--- config.mk ---
export PLATFORM = sky130hd
export DESIGN_NAME = fdc_status_rate
export DESIGN_NICKNAME = d
export VERILOG_FILES = /design/src/rtl/fdc_regs_pkg.sv /design/src/rtl/fdc_status_rate.sv
export SDC_FILE = /design/constraint.sdc
export NUM_CORES = 1
export LEC_CHECK = 0
export BUFFER_PORTS_ARGS = -buffer_cell sky130_fd_sc_hd__buf_2
export CORE_MARGIN = 2
export CORE_UTILIZATION = 40
export CTS_BUF_LIST = sky130_fd_sc_hd__clkbuf_16
export CTS_CLUSTER_DIAMETER = 80
export DETAILED_ROUTE_END_ITERATION = 10
export GPL_ROUTABILITY_DRIVEN = 1
export GPL_TIMING_DRIVEN = 1
export HOLD_SLACK_MARGIN = 0.08
export PLACE_DENSITY = 0.7
export RECOVER_POWER = 50
export SLEW_MARGIN = 20
export SYNTH_ARGS = -nofsm -noshare
export SYNTH_HDL_FRONTEND = slang
export SYNTH_SLANG_ARGS = --single-unit
--- constraint.sdc ---
create_clock -name core_clk -period 3 [get_ports core_clk]
set_clock_uncertainty 0.1 [all_clocks]
set_input_delay 0.3 -clock core_clk [delete_from_list [all_inputs] [get_ports core_clk]]
set_output_delay 0.3 -clock core_clk [all_outputs]
set_load 0.1 [all_outputs]
--- src/rtl/fdc_regs_pkg.sv ---
/*
 * Offsets, reset values, timing counts and carrier types for the disk
 * controller status and rate-select register block.
 * Assumes a 40 MHz core clock and a 32-bit AXI4-Lite register bus.
 */
package fdc_regs_pkg;
    localparam logic [7:0] MAIN_STATUS_OFS = 8'h00;
    localparam logic [7:0] RATE_SELECT_OFS = 8'h04;
    localparam logic [7:0] CONFIG_CONTROL_OFS = 8'h08;
    localparam logic [7:0] TAPE_ASSIGN_OFS = 8'h0C;
    localparam logic [7:0] CLOCK_OPTION_OFS = 8'h10;
    localparam logic [7:0] CORE_STATE_OFS = 8'h14;

    localparam logic [7:0] RATE_SELECT_RST = 8'h02;
    localparam logic [1:0] RATE_CODE_RST = 2'h2;
    localparam logic [1:0] CLOCK_OPTION_RST = 2'h1;
    localparam logic [1:0] TAPE_ASSIGN_RST = 2'h0;
    localparam logic [7:0] MSR_IDLE = 8'h00;
    localparam logic [7:0] MSR_READY = 8'h80;
    localparam int RS_SRST_BIT = 7;
    localparam int RS_LOWPWR_BIT = 6;
    localparam int CLKOPT_HS_BIT = 1;

    localparam logic [2:0] PRECOMP_ZERO = 3'h7;
    localparam logic [2:0] PRECOMP_DEFAULT = 3'h0;
    localparam logic [3:0] PRECOMP_DEF_2M = 4'h1;
    localparam logic [3:0] PRECOMP_DEF_1M = 4'h2;
    localparam logic [3:0] PRECOMP_DEF_LOW = 4'h6;

    localparam int CLK_MHZ = 40;
    localparam int STARTUP_NS = 2500;
    localparam int SRST_NS = 100;
    localparam logic [6:0] STARTUP_CYC = 7'(STARTUP_NS * CLK_MHZ / 1000);
    localparam logic [2:0] SRST_CYC = 3'((SRST_NS * CLK_MHZ + 999) / 1000);

    localparam logic [1:0] RESP_OKAY = 2'h0;
    localparam logic [1:0] RESP_SLVERR = 2'h2;

    typedef enum logic [2:0] {
        RATE_250K, RATE_300K, RATE_500K, RATE_1M, RATE_2M, RATE_ILLEGAL
    } rate_t;

    typedef struct packed {
        logic first_cmd;
        logic last_cmd;
        logic no_result;
        logic seek_cmd;
        logic [1:0] seek_unit;
        logic last_result;
        logic sense_first;
        logic [1:0] sense_unit;
        logic byte_done;
        logic next_ready;
        logic dir_read;
        logic nondma;
        logic irq;
        logic data_access;
        logic oc_reset;
        logic [7:0] cur_track;
        logic [7:0] pc_track;
    } engine_evt_t;

    typedef struct packed {
        logic ctrl_reset;
        logic low_power;
        rate_t rate;
        logic [1:0] rate_code;
        logic [3:0] precomp_units;
        logic precomp_active;
        logic [3:0] tape_mask;
    } ctl_out_t;
endpackage

--- src/rtl/fdc_status_rate.sv ---
/*
 * Main status and data-rate select register block of a floppy disk
 * controller, reached over AXI4-Lite; command engine events arrive as
 * one-cycle pulses and levels in an engine_evt_t, controls leave in a
 * ctl_out_t. Assumes one write and one read outstanding at a time.
 */
// Design decisions made here: the AXI4-Lite interface to the registers and the address map.
`timescale 1ns/100ps
module fdc_status_rate (
    // Clock and reset
    input wire logic core_clk,
    input wire logic rstn,
    // AXI4-Lite write
    input wire logic [7:0] s_axi_awaddr,
    input wire logic s_axi_awvalid,
    output logic s_axi_awready,
    input wire logic [31:0] s_axi_wdata,
    input wire logic [3:0] s_axi_wstrb,
    input wire logic s_axi_wvalid,
    output logic s_axi_wready,
    output logic [1:0] s_axi_bresp,
    output logic s_axi_bvalid,
    input wire logic s_axi_bready,
    // AXI4-Lite read
    input wire logic [7:0] s_axi_araddr,
    input wire logic s_axi_arvalid,
    output logic s_axi_arready,
    output logic [31:0] s_axi_rdata,
    output logic [1:0] s_axi_rresp,
    output logic s_axi_rvalid,
    input wire logic s_axi_rready,
    // Command engine side
    input wire fdc_regs_pkg::engine_evt_t evt,
    output fdc_regs_pkg::ctl_out_t ctl
);

    function automatic logic sel(input logic [7:0] a, input logic [7:0] ofs);
        sel = (a[7:2] == ofs[7:2]);
    endfunction

    function automatic logic [3:0] onehot(input logic [1:0] u);
        onehot = 4'h1 << u;
    endfunction

    function automatic fdc_regs_pkg::rate_t rate_of(input logic [1:0] c,
                                                     input logic hs);
        if (hs) begin
            rate_of = (c == 2'h3) ? fdc_regs_pkg::RATE_2M : fdc_regs_pkg::RATE_ILLEGAL;
        end else begin
            case (c)
                2'h3: rate_of = fdc_regs_pkg::RATE_1M;
                2'h0: rate_of = fdc_regs_pkg::RATE_500K;
                2'h1: rate_of = fdc_regs_pkg::RATE_300K;
                default: rate_of = fdc_regs_pkg::RATE_250K;
            endcase
        end
    endfunction

    // Delay in 20.8 ns units; a 24 MHz step is two units
    function automatic logic [3:0] precomp_of(input logic [2:0] c,
                                              input fdc_regs_pkg::rate_t r,
                                              input logic hs);
        if (c == fdc_regs_pkg::PRECOMP_ZERO) begin
            precomp_of = 4'h0;
        end else if (c == fdc_regs_pkg::PRECOMP_DEFAULT) begin
            if (r == fdc_regs_pkg::RATE_2M) begin
                precomp_of = fdc_regs_pkg::PRECOMP_DEF_2M;
            end else if (r == fdc_regs_pkg::RATE_1M) begin
                precomp_of = fdc_regs_pkg::PRECOMP_DEF_1M;
            end else begin
                precomp_of = fdc_regs_pkg::PRECOMP_DEF_LOW;
            end
        end else begin
            precomp_of = hs ? {1'b0, c} : {c, 1'b0};
        end
    endfunction

    logic rst_meta_r;
    logic rst_sync_r;
    logic aw_full_r;
    logic w_full_r;
    logic [7:0] aw_addr_r;
    logic [7:0] w_data_r;
    logic w_lane_r;
    logic [7:0] rs_r;
    logic [1:0] rate_code_r;
    logic [1:0] tape_r;
    logic [1:0] clkopt_r;
    logic [2:0] srst_cnt_r;
    logic lp_r;
    logic [6:0] init_cnt_r;
    logic ready_r;
    logic rq_r;
    logic cmd_act_r;
    logic [3:0] busy_r;

    wire rst_n = rst_sync_r;

    // Reset release through two flops
    always_ff @(posedge core_clk or negedge rstn) begin
        if (!rstn) begin
            rst_meta_r <= 1'b0;
            rst_sync_r <= 1'b0;
        end else begin
            rst_meta_r <= 1'b1;
            rst_sync_r <= rst_meta_r;
        end
    end

    // Bus handshakes and decode
    wire aw_take = s_axi_awvalid && s_axi_awready;
    wire w_take = s_axi_wvalid && s_axi_wready;
    wire wr_fire = aw_full_r && w_full_r && !s_axi_bvalid;
    wire aw_full_nxt = (aw_full_r || aw_take) && !wr_fire;
    wire w_full_nxt = (w_full_r || w_take) && !wr_fire;
    wire bvalid_nxt = wr_fire || (s_axi_bvalid && !s_axi_bready);
    wire ar_take = s_axi_arvalid && s_axi_arready;
    wire rvalid_nxt = ar_take || (s_axi_rvalid && !s_axi_rready);

    wire wr_en = wr_fire && w_lane_r;
    wire wr_rs = wr_en && sel(aw_addr_r, fdc_regs_pkg::RATE_SELECT_OFS);
    wire wr_cc = wr_en && sel(aw_addr_r, fdc_regs_pkg::CONFIG_CONTROL_OFS);
    wire wr_tape = wr_en && sel(aw_addr_r, fdc_regs_pkg::TAPE_ASSIGN_OFS);
    wire wr_clk = wr_en && sel(aw_addr_r, fdc_regs_pkg::CLOCK_OPTION_OFS);
    wire wr_map = sel(aw_addr_r, fdc_regs_pkg::MAIN_STATUS_OFS)
        || sel(aw_addr_r, fdc_regs_pkg::RATE_SELECT_OFS)
        || sel(aw_addr_r, fdc_regs_pkg::CONFIG_CONTROL_OFS)
        || sel(aw_addr_r, fdc_regs_pkg::TAPE_ASSIGN_OFS)
        || sel(aw_addr_r, fdc_regs_pkg::CLOCK_OPTION_OFS)
        || sel(aw_addr_r, fdc_regs_pkg::CORE_STATE_OFS);
    wire rd_msr = sel(s_axi_araddr, fdc_regs_pkg::MAIN_STATUS_OFS);
    wire msr_rd = ar_take && rd_msr;

    // Soft reset: own self-clearing pulse or held output-control reset
    wire srst_start = wr_rs && w_data_r[fdc_regs_pkg::RS_SRST_BIT];
    wire srst_act = (srst_cnt_r != 3'h0) || evt.oc_reset;
    wire [2:0] srst_nxt = srst_start ? fdc_regs_pkg::SRST_CYC
        : (srst_cnt_r != 3'h0) ? srst_cnt_r - 3'h1 : 3'h0;

    // A main status read or any data access wakes the core; software reset too
    wire lp_set = wr_rs && w_data_r[fdc_regs_pkg::RS_LOWPWR_BIT];
    wire lp_clr = srst_act || evt.data_access || msr_rd;
    wire lp_nxt = (lp_r || lp_set) && !lp_clr;

    // Startup restarts on either reset or on wake-up
    wire restart = srst_act || (lp_r && !lp_nxt);
    wire hold = restart || lp_nxt;
    wire [6:0] init_nxt = hold ? fdc_regs_pkg::STARTUP_CYC
        : (init_cnt_r != 7'h0) ? init_cnt_r - 7'h1 : 7'h0;
    wire ready_nxt = !hold && (ready_r || init_cnt_r == 7'h1);

    // Set terms win over event clears arriving in the same cycle; a low ready_nxt clears all of them regardless
    wire rq_set = (ready_nxt && !ready_r) || evt.next_ready;
    wire rq_nxt = ready_nxt && (rq_set || (rq_r && !evt.byte_done));
    wire cmd_clr = evt.last_result || (evt.last_cmd && evt.no_result);
    wire cmd_nxt = ready_nxt && (evt.first_cmd || (cmd_act_r && !cmd_clr));
    wire [3:0] busy_set = (evt.last_cmd && evt.seek_cmd) ? onehot(evt.seek_unit) : 4'h0;
    wire [3:0] busy_clr = evt.sense_first ? onehot(evt.sense_unit) : 4'h0;
    wire [3:0] busy_nxt = {4{ready_nxt}} & (busy_set | (busy_r & ~busy_clr));

    // Live composition so a read right after a byte sees fresh state
    wire rq_bit = evt.nondma ? evt.irq : rq_r;
    wire [7:0] msr_val = ready_r
        ? {rq_bit, evt.dir_read, evt.nondma, cmd_act_r, busy_r}
        : fdc_regs_pkg::MSR_IDLE;

    wire fdc_regs_pkg::rate_t rate_now =
        rate_of(rate_code_r, clkopt_r[fdc_regs_pkg::CLKOPT_HS_BIT]);
    wire [7:0] core_val = {ready_r, lp_r, srst_act, rate_now, rate_code_r};
    wire [7:0] tape_val = {6'h00, tape_r};
    wire [7:0] clk_val = {6'h00, clkopt_r};
    wire rd_map = rd_msr || sel(s_axi_araddr, fdc_regs_pkg::RATE_SELECT_OFS)
        || sel(s_axi_araddr, fdc_regs_pkg::CONFIG_CONTROL_OFS)
        || sel(s_axi_araddr, fdc_regs_pkg::TAPE_ASSIGN_OFS)
        || sel(s_axi_araddr, fdc_regs_pkg::CLOCK_OPTION_OFS)
        || sel(s_axi_araddr, fdc_regs_pkg::CORE_STATE_OFS);
    // Write-only registers read as zero
    wire [7:0] rd_val = rd_msr ? msr_val
        : sel(s_axi_araddr, fdc_regs_pkg::TAPE_ASSIGN_OFS) ? tape_val
        : sel(s_axi_araddr, fdc_regs_pkg::CLOCK_OPTION_OFS) ? clk_val
        : sel(s_axi_araddr, fdc_regs_pkg::CORE_STATE_OFS) ? core_val : 8'h00;

    // Drive 0 stays the floppy boot drive whatever the code says
    wire [3:0] tape_mask = (tape_r == 2'h0) ? 4'h0 : onehot(tape_r) & 4'hE;
    wire [3:0] pc_units = precomp_of(rs_r[4:2], rate_now,
        clkopt_r[fdc_regs_pkg::CLKOPT_HS_BIT]);

    always_ff @(posedge core_clk or negedge rst_n) begin
        if (!rst_n) begin
            aw_full_r <= 1'b0;
            w_full_r <= 1'b0;
            aw_addr_r <= 8'h00;
            w_data_r <= 8'h00;
            w_lane_r <= 1'b0;
            s_axi_awready <= 1'b0;
            s_axi_wready <= 1'b0;
            s_axi_bvalid <= 1'b0;
            s_axi_bresp <= fdc_regs_pkg::RESP_OKAY;
            s_axi_arready <= 1'b0;
            s_axi_rvalid <= 1'b0;
            s_axi_rdata <= 32'h0000_0000;
            s_axi_rresp <= fdc_regs_pkg::RESP_OKAY;
        end else begin
            aw_full_r <= aw_full_nxt;
            w_full_r <= w_full_nxt;
            if (aw_take) begin
                aw_addr_r <= s_axi_awaddr;
            end
            if (w_take) begin
                w_data_r <= s_axi_wdata[7:0];
                w_lane_r <= s_axi_wstrb[0];
            end
            s_axi_awready <= !aw_full_nxt && !bvalid_nxt;
            s_axi_wready <= !w_full_nxt && !bvalid_nxt;
            s_axi_bvalid <= bvalid_nxt;
            if (wr_fire) begin
                s_axi_bresp <= wr_map ? fdc_regs_pkg::RESP_OKAY : fdc_regs_pkg::RESP_SLVERR;
            end
            s_axi_arready <= !rvalid_nxt;
            s_axi_rvalid <= rvalid_nxt;
            if (ar_take) begin
                s_axi_rdata <= {24'h00_0000, rd_val};
                s_axi_rresp <= rd_map ? fdc_regs_pkg::RESP_OKAY : fdc_regs_pkg::RESP_SLVERR;
            end
        end
    end

    // Settings: hardware reset only, untouched by the soft reset
    always_ff @(posedge core_clk or negedge rst_n) begin
        if (!rst_n) begin
            rs_r <= fdc_regs_pkg::RATE_SELECT_RST;
            rate_code_r <= fdc_regs_pkg::RATE_CODE_RST;
            tape_r <= fdc_regs_pkg::TAPE_ASSIGN_RST;
            clkopt_r <= fdc_regs_pkg::CLOCK_OPTION_RST;
        end else begin
            if (wr_rs) begin
                rs_r <= {2'b00, w_data_r[5:0]};
            end
            if (wr_rs || wr_cc) begin
                rate_code_r <= w_data_r[1:0];
            end
            if (wr_tape) begin
                tape_r <= w_data_r[1:0];
            end
            if (wr_clk) begin
                clkopt_r <= w_data_r[1:0];
            end
        end
    end

    always_ff @(posedge core_clk or negedge rst_n) begin
        if (!rst_n) begin
            srst_cnt_r <= 3'h0;
            lp_r <= 1'b0;
            init_cnt_r <= fdc_regs_pkg::STARTUP_CYC;
            ready_r <= 1'b0;
            rq_r <= 1'b0;
            cmd_act_r <= 1'b0;
            busy_r <= 4'h0;
        end else begin
            srst_cnt_r <= srst_nxt;
            lp_r <= lp_nxt;
            init_cnt_r <= init_nxt;
            ready_r <= ready_nxt;
            rq_r <= rq_nxt;
            cmd_act_r <= cmd_nxt;
            busy_r <= busy_nxt;
        end
    end

    always_ff @(posedge core_clk or negedge rst_n) begin
        if (!rst_n) begin
            ctl <= '0;
        end else begin
            ctl.ctrl_reset <= srst_act;
            ctl.low_power <= lp_r;
            ctl.rate <= rate_now;
            ctl.rate_code <= rate_code_r;
            ctl.precomp_units <= pc_units;
            ctl.precomp_active <= (evt.cur_track >= evt.pc_track);
            ctl.tape_mask <= tape_mask;
        end
    end
endmodule

# Yosys cells after proc, flatten, opt, wreduce, memory -nomap -nowiden
# Index checks and enable logic that the tools add are counted.
# W data, S select, Z words.
totals:
  reg_bits: 83
  latchBits: 0
  ram_bits: 0
  romBits: 0
  in_bits: 92
  word_cells: 158
  n_memories: 0
classes:
  n_addsub: 2
  n_mul: 0
  n_div: 0
  n_lt_le_gt_ge: 1
  n_eq_ne: 16
  n_shift: 3
  mux: 23
  n_bitwise: 4
  n_reduce_logical: 76
op_table:
  columns: ["operator", "n"]
  rows:
  - ["$mux W8", 5]
  - ["$logic_and A1 B1 Y1", 29]
  - ["$logic_or A1 B1 Y1", 26]
  - ["$eq A6 B2 Y1 const B", 4]
  - ["$eq A6 B3 Y1 const B", 4]
  - ["$mux W4", 6]
  - ["$mux W3", 5]
  - ["$logic_not A1 Y1", 14]
  - ["$mux W7", 2]
  - ["$eq A6 B1 Y1 const B", 2]
  - ["$logic_not A6 Y1", 2]
  - ["$shl A1 B2 Y4 const A", 3]
  - ["$and A4 B4 Y4", 2]
  - ["$ge A8 B8 Y1", 1]
  - ["$eq A7 B1 Y1 const B", 1]
  - ["$reduce_bool A7 Y1", 1]
  - ["$sub A7 B1 Y7 const B", 1]
  - ["$eq A3 B3 Y1 const B", 2]
  - ["$pmux W2 S3", 1]
  - ["$logic_not A2 Y1", 2]
  - ["$mux W2", 2]
  - ["$not A4 Y4", 1]
  - ["$or A4 B4 Y4", 1]
  - ["$eq A3 B2 Y1 const B", 1]
  - ["other kinds (6)", 7]

# Longest topological paths before layout
# Gate-level depths: netlist of the first run.
logic_depth:
  depth_word: 17
  mapped_depth: 6
  ltp_nobuf: 6

# Worst setup path after synthesis of the first run
# No wires, ideal clock.
synth_timing:
  path_type: "flip-flop to flip-flop"
  startpoint: "register s_axi_bvalid"
  endpoint: "register clkopt_r[1]"
  setup_ps: 125
  arrival_time_ps: 1934
  required_ps: 2775
  path_slack_ps: 841
  path_stages_with_launch: 6
  synth_period_minus_slack_ps: 2159
  cell_sequence: "dfrtp_1 -> and3b_1 -> buf_2 -> and2_1 -> nand4b_1 -> mux2_2"
synth_via:
  elab_chain_len: 4
synth_lines:
  columns: ["item", "line", "rtl"]
  rows:
  - ["start, declared", "fdc_status_rate.sv:22", "output logic s_axi_bvalid,"]
  - ["start signal, assigned", "fdc_status_rate.sv:215", "s_axi_bvalid <= bvalid_nxt;"]
  - ["$logic_not A1 Y1", "fdc_status_rate.sv:113", "wire wr_fire = aw_full_r && w_full_r && !s_axi_bvalid;"]
  - ["$logic_and A1 B1 Y1", "fdc_status_rate.sv:113", null]
  - ["$logic_and A1 B1 Y1", "fdc_status_rate.sv:120", "wire wr_en = wr_fire && w_lane_r;"]
  - ["$logic_and A1 B1 Y1", "fdc_status_rate.sv:124", "wire wr_clk = wr_en && sel(aw_addr_r, fdc_regs_pkg::CLOCK_OPTION_OFS);"]
  - ["end signal, assigned", "fdc_status_rate.sv:234", "clkopt_r <= fdc_regs_pkg::CLOCK_OPTION_RST;"]
  - ["end signal, assigned", "fdc_status_rate.sv:246", "clkopt_r <= w_data_r[1:0];"]
  - ["end, declared", "fdc_status_rate.sv:88", "logic [1:0] clkopt_r;"]
# No other way between the ends.
# A chain may end at the register's enable or synchronous reset.

==> results of run 1 <==
## layout by cell type (no fill, tap or decap), types with 2 or more instances in the layout
cell type and count:
a21oi_1 21, nand4b_1 2, a21boi_0 2, or3_1 2
o21ai_0 15, a31oi_1 3, nor2b_1 11, nand2b_1 3
mux2i_1 2, xnor2_1 2, nor3b_1 2, dfstp_2 4
nand2_1 38, nor3_1 6, nand3b_1 2, or2_2 3
a22oi_1 8, ha_1 15, and4_1 2, clkbuf_16 9
o31ai_1 2, conb_1 28, bufinv_16 3, and3b_1 2
nand3_1 4, mux2_2 22, buf_2 88, inv_1 27
a31o_2 2, o22ai_1 2, and2_1 3, nor2_1 16
nand4_1 4, dfrtp_1 69
## metrics by stage
stage | hold slack, ns | cells | worst slack (ns)
after global placement | -0.01457 | 547 | 1.105
after global routing | 0.09342 | 563 | 0.6299
final | 0.09408 | 563 | 1.027
after CTS | 0.08272 | 563 | 1.054
after floorplan | -0.09559 | 379 | 0.6654
after detailed placement | -0.01150 | 547 | 1.063
## worst paths after layout
path	from	endpoint	slack, ns
worst max-delay path	rst_n	rs_r[4]	1.03
worst min-delay path	evt[32]	cmd_act_r	0.09
max in group core_clk	srst_cnt_r[0]	busy_r[3]	1.07
worst max register to register	rst_n	rs_r[4]	1.03
min in group asynchronous	rstn	rst_meta_r	0.20
worst min register to register	rst_meta_r	rst_n	0.25
## layout make-up
type                    count  area (um2)  share of cell area
clock inverters             6       106.4             0.02357
multi-input cells         245        1602              0.3549
inverters                  26       97.59             0.02162
clock buffers               9       225.2             0.04990
flip-flops and latches     75        1884              0.4175
repair buffers             91       459.2              0.1017
well taps                 111       138.9             0.03077
## tightest hold or removal path: stages
cell     delay (ns)
buf_2          0.07
a31oi_1        0.03
nor2_1         0.07
## metal layers
metal,global-route usage,up-vias,share of wire
met3,0.05548,8,0.074
met1,0.1835,1333,0.42
met2,0.2664,93,0.50
li1,-,1359,-
met5,0,-,0
met4,0.04742,0,0.010
## cells by family after synthesis
logic type	synth area share
and+or+nand+nor	0.1578
muxes	0.07184
AOI/OAI and AO/OA	0.1118
adders and majority gates	0.05304
other	0.002015
DFF	0.5052
buffers and inverters	0.09130
xor gates and xnor gates	0.007051
## state kept, by name (all words and copies together), names as in the netlist, 2 cells and up
register     count
srst_cnt_r       3
rate_code_r      2
aw_addr_r        6
ctl             15
rs_r             3
tape_r           2
w_data_r         7
busy_r           4
s_axi_rdata      8
init_cnt_r       7
clkopt_r         2
## power by group through the flow
stage | clock network [W] | registers [W] | logic [W]
2_1_floorplan | 0 | 0.00195 | 0.000683
3_3_place_gp | 0 | 0.00147 | 0.00135
3_5_place_dp | 0 | 0.00149 | 0.00138
4_1_cts | 0.00121 | 0.00147 | 0.00139
5_1_grt | 0.00126 | 0.00151 | 0.00148
6_report | 0.00118 | 0.00147 | 0.00138
==> results.yml, run 1 <==
run_status:
  status: "finished with violations"
  violations: "capacitance limit, slew limit"
synthesis:
  yosysMostFrequentCell: "dfrtp_1"
  yosys-top-cells-count: "dfrtp_1 (70), nand2_1 (38), buf_4 (27), inv_1 (26), mux2_2 (22)"
  yosysSeqAreaShare: 0.5052
  async_reset_ff_frac: 1.000
  postSynthAreaPerCell_um2: 10.56
  synth_top_area_frac: 0.4700
  synth_edf_count: 0
  synth_cell_types: 56
  ys_seq_elements: 75
  synth_cells: 353
  netlist_top_cells_area: "dfrtp_1 (47%), mux2_2 (6.6%), buf_4 (5.4%)"
  synthesis.area_um2: 3727
  synth_area_leader_cell: "dfrtp_1"
  yosys_warnings: 0
  yosys_most_used_dff: "dfrtp_1"
timing:
  max_freq_mhz: 506.8
  finalSetupViolations: 0
  min_period_ns: 1.973
  hold_viol: 0
  tns_ns: 0
  tightestPinTransition_ns: 1.776
  timing.slew.headroom: -0.1841
  period_share: 0.6577
  drv_slew: 74
  grt_setup_unrepaired: "no"
critical_path:
  r2r_cells: 1
  path_depth: 1
  slowest_stage: "clkbuf_2"
  crit_chain: "clkbuf_2"
  worst-endpoint-arrival_ns: 1.96
  path_buf_inv: 1
  critical_path.top_delay_family: "buffers and inverters"
  worst-path-max-fanout: 73
  required_ns: 2.99
  max_stage_delay_ns: 1.25
  worstSetupEndpointType: "asynchronous set/reset pin"
  path_class: "flop to asynchronous set/reset pin"
  worst_setup_path_start_kind: "flop"
floorplanning:
  die_w_um: 100.5
  die-area_um2: 10110
  num_rows: 35
  initial_core_util: 0.4072
  ios: 149
  die_h_um: 100.5
  coreArea_um2: 9153
power:
  p_int_w: 0.002447
  p_clk_frac: 0.292
  powerDensity_nw_per_um2: 892.9
  peakVddDrop_v: 0.0003880
  seqPwrFrac: 0.364
  power_w: 0.004030
  p_leak_nw: 2.307
  pwr-share-comb: 0.343
  p_sw_w: 0.001582
  switching_share: 0.3927
detailed_routing:
  first_pass_iters: 4
  wire_per_inst_um: 13.11
  drc_errors: 0
  routed_wl_um: 7382
  ant_nets: 0
  drtIter0Drc: 96
  vias: 2793
  vias_per_cell: 4.961
global_routing:
  grt_max_degree: 74
  overflow: 0
  grtUsageTotal: 0.1555
  grt_pass1_wl_um: 12290
  grt_pass1_vias: 2692
  antenna_found_initial: 0
clock_tree:
  clock_latency_ns: 0.32
  cts_tree: "built"
  htreeDepth: 3
  clk_path_buf_depth: 2
  holdBufCountCts: 1
  cts_buffers: 9
  clk_pin_slew_ns: 0.05
  cts_num_sinks: 75
  post_cts_buffers: 0
  cts_resized: 0
  ctsRootBufferMaster: "clkbuf_16"
run:
  max_cap_viol_count: 1
hold_path:
  hp-class: "primary input to flop"
  hold_depth: 3
placed_design:
  dp_hpwl_um: 5596
  place_area_um2: 4175
  portBuffers: 89
  routabilityCongestion: 0.7810
final_layout:
  final_nets: 555
  final_util: 0.4931
  nFillCells: 832
  final_area_um2: 4513
  drive_above_1_share: 0.3097
  diodes: 0
  syn2layout_area_growth_pct: 21.08
Note: power is estimated with default switching activity, not from simulation.
==> run 2, diff against run 1 <==
==> constraint.sdc (replaced) <==
create_clock -name core_clk -period 2 [get_ports core_clk]
set_clock_uncertainty 0.1 [all_clocks]
set_input_delay 0.2 -clock core_clk [delete_from_list [all_inputs] [get_ports core_clk]]
set_output_delay 0.2 -clock core_clk [all_outputs]
set_load 0.1 [all_outputs]
==> run 2 against run 1 <==
  * The run now ends clean
  * Maximum frequency is 6.5% higher
  * Highest routed layer unchanged
  * Power is 53% higher
  * Clock power is 55% higher
  * Global-route usage is 0.58 points higher
  * Setup slack worse by 0.88 ns
  * Sequential power is 50% higher
  * Final area is 7.1% higher
  * Combinational power is 55% higher
  * Final cell count is 5.9% higher
  * Critical path depth is 3 higher
==> results.yml, run 2 (same netlist as run 1, synthesis figures left out) <==
run_status:
  status: "completed"
critical_path:
  r2r-end: "init_cnt_r[1]"
  worst-endpoint-arrival_ns: 1.95
  worst_setup_path_start_kind: "flop"
  r2r_start: "s_axi_bvalid"
  worstSetupEndpointType: "flop"
  worst-path-max-fanout: 9
  reg2reg_slack_ns: 0.15
  r2r_cells: 4
  required_ns: 2.09
  max_stage_delay_ns: 0.51
  crit_chain: "and3b_1 -> nand4_1 -> o311ai_1 -> nor2_1"
  slowest_stage: "o311ai_1"
  path_class: "flop to flop"
global_routing:
  grt_pass1_wl_um: 12680
  grt_pass1_vias: 2811
  use_met1: 0.1895
  met2_usage: 0.2757
  antenna_found_initial: 1
  grtUsageTotal: 0.1613
  overflow: 0
  grt_max_degree: 74
  met3_usage: 0.05895
  grt_busiest_layer: "met2"
clock_tree:
  cts_tree: "built"
  post_cts_buffers: 0
  clk_pin_slew_ns: 0.06
  clock_latency_ns: 0.33
  ctsRootBufferMaster: "clkbuf_16"
  cts_buffers: 9
  clk_path_buf_depth: 2
  htreeDepth: 3
  cts_num_sinks: 75
timing:
  hold_viol: 0
  fin_ws_ns: 0.1471
  max_freq_mhz: 539.7
  hold_ws_ns: 0.1010
  grt_setup_unrepaired: "yes"
  drv_slew: 0
  timing.slew.headroom: 0.3488
  tns_ns: 0
  finalSetupViolations: 0
  min_period_ns: 1.853
  tightestPinTransition_ns: 0.9769
  period_share: 0.9264
detailed_routing:
  drc_errors: 0
  vias: 2918
  first_pass_iters: 4
  wire_per_inst_um: 13.11
  drtIter0Drc: 116
  routed_wl_um: 7813
  vias_per_cell: 4.896
  ant_nets: 0
power:
  seqPwrFrac: 0.357
  switching_share: 0.3950
  peakVddDrop_v: 0.0006175
  p_clk_frac: 0.296
  p_sw_w: 0.002437
  p_int_w: 0.003733
  pwr-share-comb: 0.347
  powerDensity_nw_per_um2: 1276
  p_leak_nw: 2.430
floorplanning:
  die_h_um: 100.5
  die-area_um2: 10110
  die_w_um: 100.5
  initial_core_util: 0.4072
  num_rows: 35
  coreArea_um2: 9153
  ios: 149
placed_design:
  portBuffers: 89
  dp_cells: 549
  routabilityCongestion: 0.8979
  dpl_worst_slack_ns: 0.1393
  dp_hpwl_um: 5504
final_layout:
  final_util: 0.5282
  final_nets: 586
  drive_above_1_share: 0.3017
  regMostFlops: "ctl"
  multi_input_area_um2: 1602
  largest_reg_flops: 15
  final-seq-area_um2: 1887
  syn2layout_area_growth_pct: 29.71
  nFillCells: 815
  layout_common_cells: "buf_2 (88), dfrtp_1 (67), nand2_1 (38)"
  layoutNonFillerInstCount: 596
  final_common_cell: "buf_2"
  largestRegisters: "ctl (15), s_axi_rdata (8)"
run:
  max_cap_viol_count: 0
hold_path:
  min_to: "ctl[4]"
  hold_depth: 4
  hp-start: "evt[15]"
  hp-class: "primary input to flop"
run 2: timing repair:
| item | CTS | global route |
|---|---|---|
| resized for setup | 0 | 0 |
| endpoints found under the setup margin | 0 | 4 |
| endpoints found under the hold margin | 29 | 0 |
| hold buffers | 30 | 0 |
run 2: worst max-delay path, delay by kind of cell, from the launching register on:
family | cells | cell delay (ns)
simple gates | 3 | 0.71
compound gates | 1 | 0.51
flops | 1 | 0.40
run 2: worst max-delay path by stage:
stage | from | endpoint | cells after the start
global placement | srst_cnt_r[0] | cmd_act_r | 6
global route | srst_cnt_r[0] | busy_r[1] | 6
detailed placement | s_axi_bvalid | init_cnt_r[1] | 4
CTS | s_axi_bvalid | init_cnt_r[1] | 4
finish | s_axi_bvalid | init_cnt_r[1] | 4
floorplan | s_axi_bvalid | clkopt_r[1] | 5
run 2: per-layer routing:
layer  up-vias  part of all wire
li1       1416                 -
met1      1382              0.42
met2       110              0.50
met3        10             0.064
met4         0             0.016
met5         -                 0
run 2: area by class of cell:
cell class                      count  area share
Timing Repair Buffer              122      0.1586
Clock buffer                        9     0.04658
Tap cell                          111     0.02873
Sequential cell                    75      0.3903
Multi-Input combinational cell    245      0.3313
Antenna cell                        1   0.0005176
Inverter                           26     0.02019
Clock inverter                      7     0.02381
run 2: power by group through the flow:
stage          Combinational [W]  Sequential, W  Clock [W]
5_1_grt                  0.00229        0.00226    0.00193
4_1_cts                  0.00215        0.00220    0.00187
6_report                 0.00214        0.00220    0.00183
3_5_place_dp             0.00210        0.00223          0
2_1_floorplan            0.00102        0.00293          0
3_3_place_gp             0.00205        0.00221          0
run 2: through the flow:
step | instance area (um2) | power, W
after detailed placement | 4205 | 0.004325
after global placement | 4205 | 0.004266
after floorplan | 3829 | 0.003951
after CTS | 4846 | 0.006224
after global routing | 4832 | 0.006475
final | 4835 | 0.006171
==> run 3, diff against run 2 <==
--- a/config.mk
+++ b/config.mk
@@ -14,6 +14,7 @@
 export GPL_ROUTABILITY_DRIVEN = 1
 export GPL_TIMING_DRIVEN = 1
 export HOLD_SLACK_MARGIN = 0.08
+export MAX_ROUTING_LAYER = met4
 export PLACE_DENSITY = 0.7
 export RECOVER_POWER = 50
 export SLEW_MARGIN = 20
==> run 3 against run 2 <==
  * Setup slack barely moved
  * Largest power group unchanged
  * Maximum frequency barely moved
  * Via count did not move
  * Worst hold slack improved by 0.0016 ns
  * Utilization did not move
  * Clock-buffer cell count did not move
  * Flip-flop and latch count did not move
  * Critical path type unchanged
  * Sequential share of layout area did not move
  * Die area did not move
  * Non-clock buffer count did not move
  * First-iteration DRC count rose by 8.6%
  * Power barely moved
==> results.yml, run 3 (same netlist as run 1, synthesis figures left out) <==
run_status:
  status: "completed"
timing:
  min_period_ns: 1.853
  tns_ns: 0
  max_freq_mhz: 539.6
  drv_slew: 0
  grt_setup_unrepaired: "yes"
  timing.slew.headroom: 0.3530
  hold_viol: 0
  period_share: 0.9266
  tightestPinTransition_ns: 0.9706
  finalSetupViolations: 0
placed_design:
  portBuffers: 89
  dp_hpwl_um: 5504
  dp_cells: 549
  routabilityCongestion: 0.9132
  place_area_um2: 4205
floorplanning:
  die_w_um: 100.5
  initial_core_util: 0.4072
  die_h_um: 100.5
  num_rows: 35
  coreArea_um2: 9153
  die-area_um2: 10110
  ios: 149
clock_tree:
  htreeDepth: 3
  cts_num_sinks: 75
  cts_tree: "built"
  cts_buffers: 9
  ctsRootBufferMaster: "clkbuf_16"
  clk_path_buf_depth: 2
  cts_resized: 0
  clk_pin_slew_ns: 0.06
  post_cts_buffers: 0
  clock_latency_ns: 0.33
power:
  p_leak_nw: 2.430
  powerDensity_nw_per_um2: 1276
  peakVddDrop_v: 0.0006168
final_layout:
  layout_common_cells: "buf_2 (88), dfrtp_1 (67), nand2_1 (38)"
  final_area_um2: 4835
  drive_above_1_share: 0.3017
  layoutNonFillerInstCount: 596
  syn2layout_area_growth_pct: 29.71
  regMostFlops: "ctl"
  final_util: 0.5282
  largestRegisters: "ctl (15), s_axi_rdata (8)"
  largest_reg_flops: 15
  final_common_cell: "buf_2"
  final_nets: 586
detailed_routing:
  ant_nets: 0
  wire_per_inst_um: 13.06
  drtIter0Drc: 126
  vias: 2918
  routed_wl_um: 7785
  first_pass_iters: 4
  vias_per_cell: 4.896
  drc_errors: 0
global_routing:
  grt_pass1_vias: 2816
  grt_pass1_wl_um: 12650
  grtUsageTotal: 0.1660
  antenna_found_initial: 1
  overflow: 0
  grt_max_degree: 74
critical_path:
  required_ns: 2.09
  reg2reg_slack_ns: 0.15
  worst-endpoint-arrival_ns: 1.95
  worstSetupEndpointType: "flop"
  worst_setup_path_start_kind: "flop"
  path_class: "flop to flop"
  worst-path-max-fanout: 9
run:
  max_cap_viol_count: 0
hold_path:
  hp-class: "primary input to flop"
run 3: cell counts in the layout (fill, tap and decap cells not counted):
No cell type changed its count.
run 3: final timing paths:
check                                  start            end  depth (start not counted)
worst max-delay path            s_axi_bvalid  init_cnt_r[1]                          4
worst min-delay path                 evt[15]         ctl[4]                          4
worst max register to register  s_axi_bvalid  init_cnt_r[1]                          4
worst min register to register    rst_meta_r          rst_n                          0
max in group asynchronous              rst_n   s_axi_bvalid                          1
min in group asynchronous              rst_n  init_cnt_r[3]                          1
run 3: through the flow:
step | power (W) | hold WS, ns | setup WS (ns)
final | 0.006169 | 0.1026 | 0.1468
after global routing | 0.006472 | 0.1288 | -0.02729
after CTS | 0.006224 | 0.1001 | 0.1288
after detailed placement | 0.004325 | -0.1121 | 0.1393
after global placement | 0.004266 | -0.1148 | 0.2021
after floorplan | 0.003951 | -0.1956 | 0.1128
run 3: where the power goes:
part / switching, W / internal (W) / total (W)
clock: 0.000611 / 0.00122 / 0.00183
combinational: 0.00152 / 0.000615 / 0.00214
sequential: 0.000301 / 0.00190 / 0.00220
run 3: what timing repair did:
action / in CTS / in global routing
endpoints found under the setup margin: 0 / 4
hold buffers: 30 / 0
endpoints found under the hold margin: 29 / 0
run 3: routing by layer:
layer  part of all wire  up-vias  GRT usage
met2               0.50      109     0.2762
met5                  0        -          -
met1               0.42     1380     0.1895
li1                   -     1417          -
met4              0.018        0    0.05058
met3              0.062       12    0.05756
run 3: layout make-up:
class                   instances  area (um2)
inverters                      26       97.59
fillers                       815        4318
multi-input cells             245        1602
flip-flops and latches         75        1887
clock buffers                   9       225.2
clock inverters                 7       115.1
diodes                          1       2.502
repair buffers                122       767.0
well taps                     111       138.9
run 3: critical path, cell delays in order, from the launching register on:
cell and delay, ns:
dfrtp_2 0.40, and3b_1 0.39, nand4_1 0.22, o311ai_1 0.51
nor2_1 0.10
